<file path="config.mk">
export PLATFORM = sky130hd
export DESIGN_NAME = purs_seq
export DESIGN_NICKNAME = d
export VERILOG_FILES = /design/src/hw/purs_pkg_sync.sv /design/src/hw/purs_seq.sv
export SDC_FILE = /design/constraint.sdc
export NUM_CORES = 1
export LEC_CHECK = 0
export ABC_AREA = 1
export BUFFER_PORTS_ARGS = -buffer_cell sky130_fd_sc_hd__clkbuf_2
export CAP_MARGIN = 30
export CORE_UTILIZATION = 54
export DETAILED_ROUTE_END_ITERATION = 16
export PLACE_DENSITY = 0.82
export SLEW_MARGIN = 20
export SYNTH_ARGS = -nofsm -noshare
export SYNTH_HDL_FRONTEND = slang
export SYNTH_SLANG_ARGS = --single-unit
</file>
<file path="constraint.sdc">
create_clock -name i_ref_clk -period 2.3 [get_ports i_ref_clk]
set_input_delay 0.345 -clock i_ref_clk [delete_from_list [all_inputs] [get_ports i_ref_clk]]
set_output_delay 0.345 -clock i_ref_clk [all_outputs]
set_load 0.01 [all_outputs]
</file>
<file path="src/hw/purs_pkg_sync.sv">
// Sequencer constants package and three-stage pin input synchroniser
package purs_pkg;
	// Timing
	localparam int unsigned CLK_HZ      = 10_000_000;
	localparam int unsigned DELAY_MS    = 60;
	localparam int unsigned DELAY_CYC   = DELAY_MS * (CLK_HZ / 1000);
	localparam int unsigned PARK_US     = 100;
	localparam int unsigned PARK_CYC    = PARK_US * (CLK_HZ / 1_000_000);
	localparam int unsigned CNT_W       = 20;

	// Register offsets
	localparam logic [7:0]  ADDR_CTRL   = 8'h00;
	localparam logic [7:0]  ADDR_STATUS = 8'h04;
	localparam logic [7:0]  ADDR_ISTAT  = 8'h08;
	localparam logic [7:0]  ADDR_IMASK  = 8'h0c;

	// Control fields
	localparam int unsigned CTRL_LV     = 0;
	localparam int unsigned CTRL_PERIPH = 1;
	localparam int unsigned CTRL_DRAM   = 2;
	localparam int unsigned CTRL_LP     = 3;

	// Interrupt fields
	localparam int unsigned IRQ_W       = 3;
	localparam int unsigned IRQ_WARN    = 0;
	localparam int unsigned IRQ_BOOT    = 1;
	localparam int unsigned IRQ_WDOG    = 2;

	// Reset values
	localparam logic [2:0]  IRQ_RST     = 3'h0;
	localparam logic [31:0] RDATA_RST   = 32'h0;

	typedef enum logic [1:0] {
		ST_OFF  = 2'b00,
		ST_PLL  = 2'b01,
		ST_RUN  = 2'b10,
		ST_PARK = 2'b11
	} purs_state_t;
endpackage

`timescale 1ns/100ps
module purs_sync #(
	parameter logic RST_VAL = 1'b0
) (
	input  wire logic i_ref_clk,
	input  wire logic i_nrst,
	input  wire logic i_pin,
	output logic      o_level
);
	logic s1_r;
	logic s2_r;
	logic s3_r;

	always_ff @(posedge i_ref_clk or negedge i_nrst) begin
		if (!i_nrst) begin
			s1_r    <= RST_VAL;
			s2_r    <= RST_VAL;
			s3_r    <= RST_VAL;
			o_level <= RST_VAL;
		end else begin
			s1_r <= i_pin;
			s2_r <= s1_r;
			s3_r <= s2_r;
			// Accept only when stages two and three agree
			if (s2_r == s3_r) begin
				o_level <= s3_r;
			end
		end
	end
endmodule

</file>
<file path="src/hw/purs_seq.sv">
// Power-up and system reset sequencer top
//
// The placing of the registers and the strobed register port are this design's own decisions.
`timescale 1ns/100ps

// Operation
// - While power-on sense is low every pin is released to high impedance; the code first lets a park in progress run to its end.
// - A rising edge on power-on sense takes the primary PLL out of reset.
// - All other logic stays in reset 60 ms after that edge, then the processor resets release.
// - After initialization the processor clocks run and its resets are released.
// - Peripheral clocks stay off and their resets held until the processor releases them.
// - After initialization every gated power domain is switched on.
// - A system reset without power loss, such as a watchdog timeout, reapplies the same defaults.
// - After low-power mode the 1.8V domain stays off past reset until software turns it on.
// - Software turns on the 1.8V domain, then the peripheral clocks, then DRAM init, in order.
// - A supply fail warning parks the micromirror array and then puts the system in reset.
module purs_seq #(
	parameter int unsigned P_DELAY_CYC = purs_pkg::DELAY_CYC
) (
	input  wire logic        i_ref_clk,
	input  wire logic        i_nrst,
	input  wire logic        i_power_on_sense,
	input  wire logic        i_supply_fail_warning,
	input  wire logic        i_wdog_rst,
	input  wire logic [7:0]  i_addr,
	input  wire logic [31:0] i_wdata,
	input  wire logic        i_wr,
	input  wire logic        i_rd,
	output logic [31:0]      o_rdata,
	output logic             o_pin_oe_n,
	output logic             o_pll_rst_n,
	output logic             o_cpu_rst_n,
	output logic             o_cpu_clk_en,
	output logic             o_pwr_gate_en,
	output logic             o_lvds_dram_pwr_en,
	output logic             o_periph_en,
	output logic             o_dram_en,
	output logic             o_park_req,
	output logic             o_irq
);
	localparam logic [purs_pkg::CNT_W-1:0] DLY_LAST  =
		purs_pkg::CNT_W'(P_DELAY_CYC - 1);
	localparam logic [purs_pkg::CNT_W-1:0] PARK_LAST =
		purs_pkg::CNT_W'(purs_pkg::PARK_CYC - 1);

	typedef struct packed {
		purs_pkg::purs_state_t              st;
		logic [purs_pkg::CNT_W-1:0]         cnt;
		logic                               sense_q;
		logic                               warn_q;
		logic                               lp;
		logic                               periph;
		logic                               dram;
		logic [purs_pkg::IRQ_W-1:0]         ista;
		logic [purs_pkg::IRQ_W-1:0]         imask;
		logic [31:0]                        rdata;
		logic                               oe_n;
		logic                               pll_rst_n;
		logic                               cpu_rst_n;
		logic                               cpu_clk_en;
		logic                               pg_en;
		logic                               lv_en;
		logic                               periph_en;
		logic                               dram_en;
		logic                               park;
		logic                               irq;
	} purs_regs_t;

	logic       sense_f;
	logic       warn_f;
	purs_regs_t s_r;
	purs_regs_t s_nxt;

	purs_sync #(.RST_VAL(1'b0)) u_sense_sync (
		.i_ref_clk (i_ref_clk),
		.i_nrst    (i_nrst),
		.i_pin     (i_power_on_sense),
		.o_level   (sense_f)
	);

	purs_sync #(.RST_VAL(1'b0)) u_warn_sync (
		.i_ref_clk (i_ref_clk),
		.i_nrst    (i_nrst),
		.i_pin     (i_supply_fail_warning),
		.o_level   (warn_f)
	);

	always_comb begin
		logic                       wr_ctrl;
		logic [purs_pkg::IRQ_W-1:0] ev;
		logic [purs_pkg::IRQ_W-1:0] clr;
		wr_ctrl = 1'b0;
		ev      = '0;
		clr     = '0;
		s_nxt   = s_r;

		s_nxt.sense_q = sense_f;
		s_nxt.warn_q  = warn_f;

		case (s_r.st)
			purs_pkg::ST_OFF: begin
				s_nxt.cnt = '0;
				if (sense_f && !s_r.sense_q) begin
					s_nxt.st = purs_pkg::ST_PLL;
				end
			end
			purs_pkg::ST_PLL: begin
				if (!sense_f) begin
					s_nxt.st  = purs_pkg::ST_OFF;
					s_nxt.cnt = '0;
				end else if (warn_f) begin
					s_nxt.st  = purs_pkg::ST_PARK;
					s_nxt.cnt = '0;
				end else if (s_r.cnt == DLY_LAST) begin
					s_nxt.st             = purs_pkg::ST_RUN;
					s_nxt.cnt            = '0;
					ev[purs_pkg::IRQ_BOOT] = 1'b1;
				end else begin
					s_nxt.cnt = s_r.cnt + 1'b1;
				end
			end
			purs_pkg::ST_RUN: begin
				wr_ctrl = i_wr && (i_addr == purs_pkg::ADDR_CTRL);
				if (!sense_f) begin
					s_nxt.st = purs_pkg::ST_OFF;
				end else if (warn_f) begin
					s_nxt.st  = purs_pkg::ST_PARK;
					s_nxt.cnt = '0;
				end else if (i_wdog_rst) begin
					s_nxt.st               = purs_pkg::ST_PLL;
					s_nxt.cnt              = '0;
					ev[purs_pkg::IRQ_WDOG] = 1'b1;
				end
			end
			purs_pkg::ST_PARK: begin
				if (s_r.cnt == PARK_LAST) begin
					s_nxt.cnt = '0;
					s_nxt.st  = (sense_f && !warn_f) ? purs_pkg::ST_PLL
						: purs_pkg::ST_OFF;
				end else begin
					s_nxt.cnt = s_r.cnt + 1'b1;
				end
			end
			default: begin
				s_nxt.st  = purs_pkg::ST_OFF;
				s_nxt.cnt = '0;
			end
		endcase

		if (warn_f && !s_r.warn_q && s_r.st != purs_pkg::ST_OFF) begin
			ev[purs_pkg::IRQ_WARN] = 1'b1;
		end

		// Processor owned controls
		if (wr_ctrl) begin
			s_nxt.periph = i_wdata[purs_pkg::CTRL_PERIPH];
			s_nxt.dram   = i_wdata[purs_pkg::CTRL_DRAM];
			if (i_wdata[purs_pkg::CTRL_LV]) begin
				s_nxt.lp = 1'b0;
			end else if (i_wdata[purs_pkg::CTRL_LP]) begin
				s_nxt.lp = 1'b1;
			end
		end
		if (s_nxt.st != purs_pkg::ST_RUN) begin
			s_nxt.periph = 1'b0;
			s_nxt.dram   = 1'b0;
		end
		if (s_nxt.st == purs_pkg::ST_OFF && !sense_f) begin
			s_nxt.lp = 1'b0;
		end

		// Interrupt status and mask
		if (i_wr && i_addr == purs_pkg::ADDR_ISTAT) begin
			clr = i_wdata[purs_pkg::IRQ_W-1:0];
		end
		if (i_wr && i_addr == purs_pkg::ADDR_IMASK) begin
			s_nxt.imask = i_wdata[purs_pkg::IRQ_W-1:0];
		end
		s_nxt.ista = (s_r.ista & ~clr) | ev;
		s_nxt.irq  = |(s_nxt.ista & s_nxt.imask);

		// Outputs
		s_nxt.oe_n       = (s_nxt.st == purs_pkg::ST_OFF);
		s_nxt.pll_rst_n  = (s_nxt.st != purs_pkg::ST_OFF);
		s_nxt.cpu_rst_n  = (s_nxt.st == purs_pkg::ST_RUN);
		s_nxt.cpu_clk_en = (s_nxt.st == purs_pkg::ST_RUN);
		s_nxt.pg_en      = (s_nxt.st != purs_pkg::ST_OFF);
		s_nxt.lv_en      = (s_nxt.st != purs_pkg::ST_OFF) && !s_nxt.lp;
		s_nxt.periph_en  = s_nxt.periph && s_nxt.lv_en;
		s_nxt.dram_en    = s_nxt.dram && s_nxt.periph_en;
		s_nxt.park       = (s_nxt.st == purs_pkg::ST_PARK);

		// Read data only in the cycle after the strobe
		s_nxt.rdata = purs_pkg::RDATA_RST;
		if (i_rd) begin
			case (i_addr)
				purs_pkg::ADDR_CTRL: begin
					s_nxt.rdata[purs_pkg::CTRL_LV]     = !s_r.lp;
					s_nxt.rdata[purs_pkg::CTRL_PERIPH] = s_r.periph;
					s_nxt.rdata[purs_pkg::CTRL_DRAM]   = s_r.dram;
					s_nxt.rdata[purs_pkg::CTRL_LP]     = s_r.lp;
				end
				purs_pkg::ADDR_STATUS: begin
					s_nxt.rdata[7:0] = {s_r.park, s_r.dram_en, s_r.periph_en, s_r.lv_en,
						s_r.cpu_rst_n, s_r.pll_rst_n, s_r.st};
				end
				purs_pkg::ADDR_ISTAT: begin
					s_nxt.rdata[purs_pkg::IRQ_W-1:0] = s_r.ista;
				end
				purs_pkg::ADDR_IMASK: begin
					s_nxt.rdata[purs_pkg::IRQ_W-1:0] = s_r.imask;
				end
				default: begin
					s_nxt.rdata = purs_pkg::RDATA_RST;
				end
			endcase
		end
	end

	always_ff @(posedge i_ref_clk or negedge i_nrst) begin
		if (!i_nrst) begin
			s_r            <= '0;
			s_r.st         <= purs_pkg::ST_OFF;
			s_r.ista       <= purs_pkg::IRQ_RST;
			s_r.imask      <= purs_pkg::IRQ_RST;
			s_r.rdata      <= purs_pkg::RDATA_RST;
			s_r.oe_n       <= 1'b1;
		end else begin
			s_r <= s_nxt;
		end
	end

	assign o_rdata            = s_r.rdata;
	assign o_pin_oe_n         = s_r.oe_n;
	assign o_pll_rst_n        = s_r.pll_rst_n;
	assign o_cpu_rst_n        = s_r.cpu_rst_n;
	assign o_cpu_clk_en       = s_r.cpu_clk_en;
	assign o_pwr_gate_en      = s_r.pg_en;
	assign o_lvds_dram_pwr_en = s_r.lv_en;
	assign o_periph_en        = s_r.periph_en;
	assign o_dram_en          = s_r.dram_en;
	assign o_park_req         = s_r.park;
	assign o_irq              = s_r.irq;
endmodule

</file>
# Yosys cells after proc, flatten, opt, wreduce, memory -nomap -nowiden
# Cells that the tools add are included.
[totals]
ff_bits = 81
out_inout_bits = 42
[classes]
addsub = 1
n_bitwise = 4
n_eq_ne = 15
muxes = 34
reduce_logical = 24
[op_table]
columns = ["cell", "count"]
rows = [
  ["22-bit two-way mux", 4],
  ["22-bit case mux with 4 select lines", 1],
  ["20-bit two-way mux", 3],
  ["20-bit by 1-bit adder with 20-bit output, second input constant", 1],
  ["20-bit by 10-bit == test with 1-bit output, second input constant", 1],
  ["20-bit == test, second input constant", 1],
  ["8-bit by 4-bit == test with 1-bit output, second input constant", 2],
  ["1-bit two-way mux", 14],
  ["3-bit case mux with 4 select lines", 1],
  ["1-bit logical AND", 11],
  ["2-bit two-way mux", 5],
  ["3-bit two-way mux", 3],
  ["2-bit == test, second input constant", 4],
  ["8-bit by 3-bit == test with 1-bit output, second input constant", 1],
  ["8-bit logical NOT", 1],
  ["8-bit two-way mux", 1],
  ["3-bit bitwise AND", 2],
  ["1-bit logical NOT", 6],
  ["2-bit logical NOT", 2],
  ["4-bit two-way mux", 1],
  ["2-bit nonzero test", 2],
  ["3-bit by 2-bit != test with 1-bit output, second input constant", 1],
  ["3-bit NOT", 1],
  ["3-bit bitwise OR", 1],
  ["other kinds (7)", 8],
]

# Depth between registers and ports, before layout
[depth]
word_depth = 12
mapped_depth = 12
ltp_nobuf = 12

# Hierarchy
# A second synthesis with hierarchy kept.
[hier_totals]
cells_unflattened = 374
hier_area_um2 = 3175.5
[modules_own_cells]
columns = ["mod", "n_inst", "area_per_inst_um2", "cells_per_inst"]
rows = [
  ["purs_seq", 1, 2942.8, 358],
  ["purs_sync", 2, 116.4, 8],
]

# Worst setup path before layout
# No wires, ideal clock.
[synth_path]
kind = "reg-to-reg"
startpoint = "reg s_r[53] (netlist name)"
endpoint = "reg s_r[59] (netlist name)"
n_path_buf = 0
path_stages_with_launch = 13
t_arrival_ps = 1430
path_slack_ps = 745
setup_ps = 125
path_cell_list = "dfrtp_1 > ha_1 > nand2_1 > inv_1 > nand2_1 > nor2_1 > nand3_1 > nand2_2 > nand2_2 > inv_4 > nand2_8 > o311ai_1 > inv_1"
[synth_via]
elab_chain_len = 5
[synth_lines]
columns = ["item", "line_no", "text"]
rows = [
  ["from (decl)", "purs_seq.sv:71", "purs_regs_t s_r;"],
  ["from (signal assigned)", "purs_seq.sv:229", "s_r <= s_nxt;"],
  ["20-bit by 1-bit adder with 20-bit output / 20-bit == test (equally long branches)", "purs_seq.sv:119, purs_seq.sv:141, purs_seq.sv:114", ""],
  ["20-bit two-way mux", "purs_seq.sv:114", "end else if (s_r.cnt == DLY_LAST) begin"],
  ["22-bit two-way mux", "purs_seq.sv:111", "end else if (warn_f) begin"],
  ["22-bit two-way mux", "purs_seq.sv:108", "if (!sense_f) begin"],
  ["22-bit case mux with 4 select lines *", "purs_seq.sv:100", "case (s_r.st)"],
]
# Mark *: on every way between the ends. The rest lies on a longest branch, timed or not.
# A chain may end at the register's enable or synchronous reset.

# Worst setup path in the final report
# Ends and elaborated chain as after synthesis.

==> results.md <==
* Flops & latches, synth at 57
* Most common cell after layout, fill and taps aside: nand2_1
* Final worst path period share at 83.0%
* Routability cong. at 0.933
* Setup WS pre-CTS at 420 ps
* Final setup vio count at 0
* Sw Share at 34.6%
* GR met2 Demand/Resource at 38.4%
* Largest net degree at the start of global routing at 32
* Die Wd at 78.9 µm
* Initial antenna violation count at 0
* Port buffer count at 36
* Clock sink total at 57
* First-pass GRT wire length at about 10000 µm
* Count of cell types in the netlist at 39
* Avg Cell Area, Syn at a little over 8 µm²
* Post-CTS setup buffer count at 0
* Fmax achieved at roughly 520 MHz
* Comb pwr share at 24.1%
* Slew HR at 54.6%
* Worst-Margin Slew at a little under 700 ps
* Leakage at about 1.7 nW
* Register-to-Register Path Depth at 12
* Max Fanout on Critical Path at 7
* Area Growth Syn to Fin at 9.01%
* Yosys warns at 0
* Pins over their slew limit at 0
* Clk root buf: clkbuf_8
* Clock Path Buffers at 2
* Drt first pass iters at 4
* Pwr Density at roughly 750 mW/mm²
* RSZ-0062 raised after global routing: false
* Fin cells at 507
* Placed Area at 0.00331 mm²
* Hold WC Path Type: in2async
* Most frequent cells in the layout: nand2_1, dfrtp_1, nor2_1
* Die Area at 0.00623 mm²
* Vias per std cell at ~5.0
* Ys async rst share at 100%
* Clock network latency to the later pin of the worst-skew pair at 330 ps
* Vias in the first global route at 2430
* Synthesized cell area at 0.00320 mm²
* GR peak layer: met2
* Global Route Usage Sum at around 22%
* Via count at 2520
* Grt total ovfl at 0
* CTS Buf Count at 9
* VDD IR-drop max at approximately 490 µV
* Crit path capture type: flip-flop
* Initial detailed-routing violation count at 114
* Tmin final at 1910 ps
* Fin. Hold Viols at 0
* Synth Flop Type: dfrtp_1
* Final instance area at 0.00348 mm²
* Clk network pwr share at 30.5%
* Met1 GRT Util at 24.9%
* Routed Antenna Nets at 0
* P_int at ~0.0017 W
* Largest register FFs at 33
* Startpoint types: flip-flop
* Synth Instances at 394
* Detailed Place HPWL at ~4700 µm
* Post-CTS sizing at 0
* TritonCTS clock tree: done
* Row count at 27
* Dpl cells at 492
* Worst EP required at 2510 ps
* Core ar. at 0.00561 mm²
* Sequential fraction of the synthesis area at between 40% and 50%
* Hold_ws at 43.4 ps
* Nets at 479
* Max_cap viols at 0
* EDFF count, synth at 0
* Data arrival time of the critical path at 2120 ps
* Worst-path clk slew at 70 ps
* Drt total wl at 6160 µm
* Ant. Diodes at 0
* Clock Skew at ~9 ps
* I/O Pins at between 80 and 90
* Reg with most FFs: s_r
* Final worst setup slack at 392 ps
* CTS Hold Bufs at 0
* Critical path class: reg2reg
* CTS H-tree lvls at 3
* Ratio of cells with drive above 1 in the final layout at a little under a quarter
* Die height at between 70 and 80 µm
* Status: complete, no violations
* Setup TNS Final at 0 ps
* Net Switching at 0.000904 W
* DR WL/cell at 12.1 µm
* Reg power frac at around 45%
* Routing usage on met3 at 7.01%
* Initial Utilization at 57.0%
* DRC Markers at 0
==> final timing paths <==
path                                              from                          end  slack (ps)
hold / removal                                  i_nrst            s_r[43]$_DFF_PN0_          40
setup / recovery                   s_r[53]$_DFFE_PN0P_          s_r[59]$_DFFE_PN0P_         390
setup reg to reg                   s_r[53]$_DFFE_PN0P_          s_r[59]$_DFFE_PN0P_         390
min in group i_ref_clk                i_power_on_sense  u_sense_sync.s1_r$_DFF_PN0_         120
max in group asynchronous                       i_nrst         o_pin_oe_n$_DFF_PN1_        1590
hold reg to reg            u_sense_sync.s1_r$_DFF_PN0_  u_sense_sync.s2_r$_DFF_PN0_         350
==> layer usage <==
| metal | share of wire [%] | up-vias |
|---|---|---|
| met5 | 0 | - |
| met2 | 51 | 89 |
| met4 | 0.97 | 0 |
| met1 | 42 | 1163 |
| li1 | - | 1262 |
| met3 | 5.6 | 6 |
==> cells by family after synthesis <==
| logic type | share of synthesized area, % |
|---|---|
| XOR/XNOR | 1.10 |
| flip-flops | 44.7 |
| multiplexers | 0.313 |
| AO/OA/AOI/OAI | 7.13 |
| AND/OR/NAND/NOR | 29.8 |
| adder cells (fa/ha/maj) | 1.02 |
| buffers and inverters | 15.8 |
| other | 0.117 |
==> area by class of cell <==
cell class	instances	area, µm²
clock buffer	10	138
multi-input combinational	264	1350
inverter	61	239
fill	502	2120
tap	72	90.1
sequential	57	1430
timing repair buffer	38	208
clock inverter	5	32.5
==> power groups by stage <==
stage               combinational [W]  sequential, W  clock [W]
finish                       0.000631        0.00119   0.000797
global route                 0.000706        0.00120   0.000872
CTS                          0.000637        0.00119   0.000829
detailed placement           0.000636        0.00121          0
global placement             0.000616        0.00120          0
floorplan                    0.000468        0.00121          0
==> metrics by stage <==
step	power, W	util [%]
after floorplan	0.00168	-
final	0.00262	62.1
after CTS	0.00266	62.1
after global routing	0.00278	62.1
after detailed placement	0.00184	59.1
after global placement	0.00182	59.1
==> cells in the mapped netlist (2+ instances only) <==
cell / number / area (µm²)
nor4_1: 2 / 12.5
nand3_1: 29 / 145
nand2_2: 8 / 50.1
nand2_1: 76 / 285
nor2_1: 48 / 180
nand4_1: 4 / 25.0
inv_1: 44 / 165
inv_2: 13 / 48.8
nor2_2: 3 / 18.8
nand3_2: 2 / 20.0
dfrtp_1: 56 / 1400
nor2_4: 5 / 56.3
buf_4: 34 / 255
xor2_1: 4 / 35.0
nor3_2: 5 / 50.1
nand2_4: 2 / 22.5
inv_4: 4 / 25.0
o31ai_1: 2 / 15.0
a21oi_1: 13 / 65.1
nor3_1: 6 / 30.0
o21ai_0: 11 / 55.1
o21ai_1: 5 / 25.0
maj3_1: 2 / 20.0
==> critical path, cell delays in order, from the launching register on <==
cell      delay, ps
dfrtp_1         390
ha_1            210
nand2_1         140
inv_1            80
nand2_1          50
nor2_1          110
nand3_1         150
nand2_2         140
nand2_2         140
inv_4           120
nand2_8          80
o311ai_1        100
inv_1            70
(Power assumes the default switching activity.)
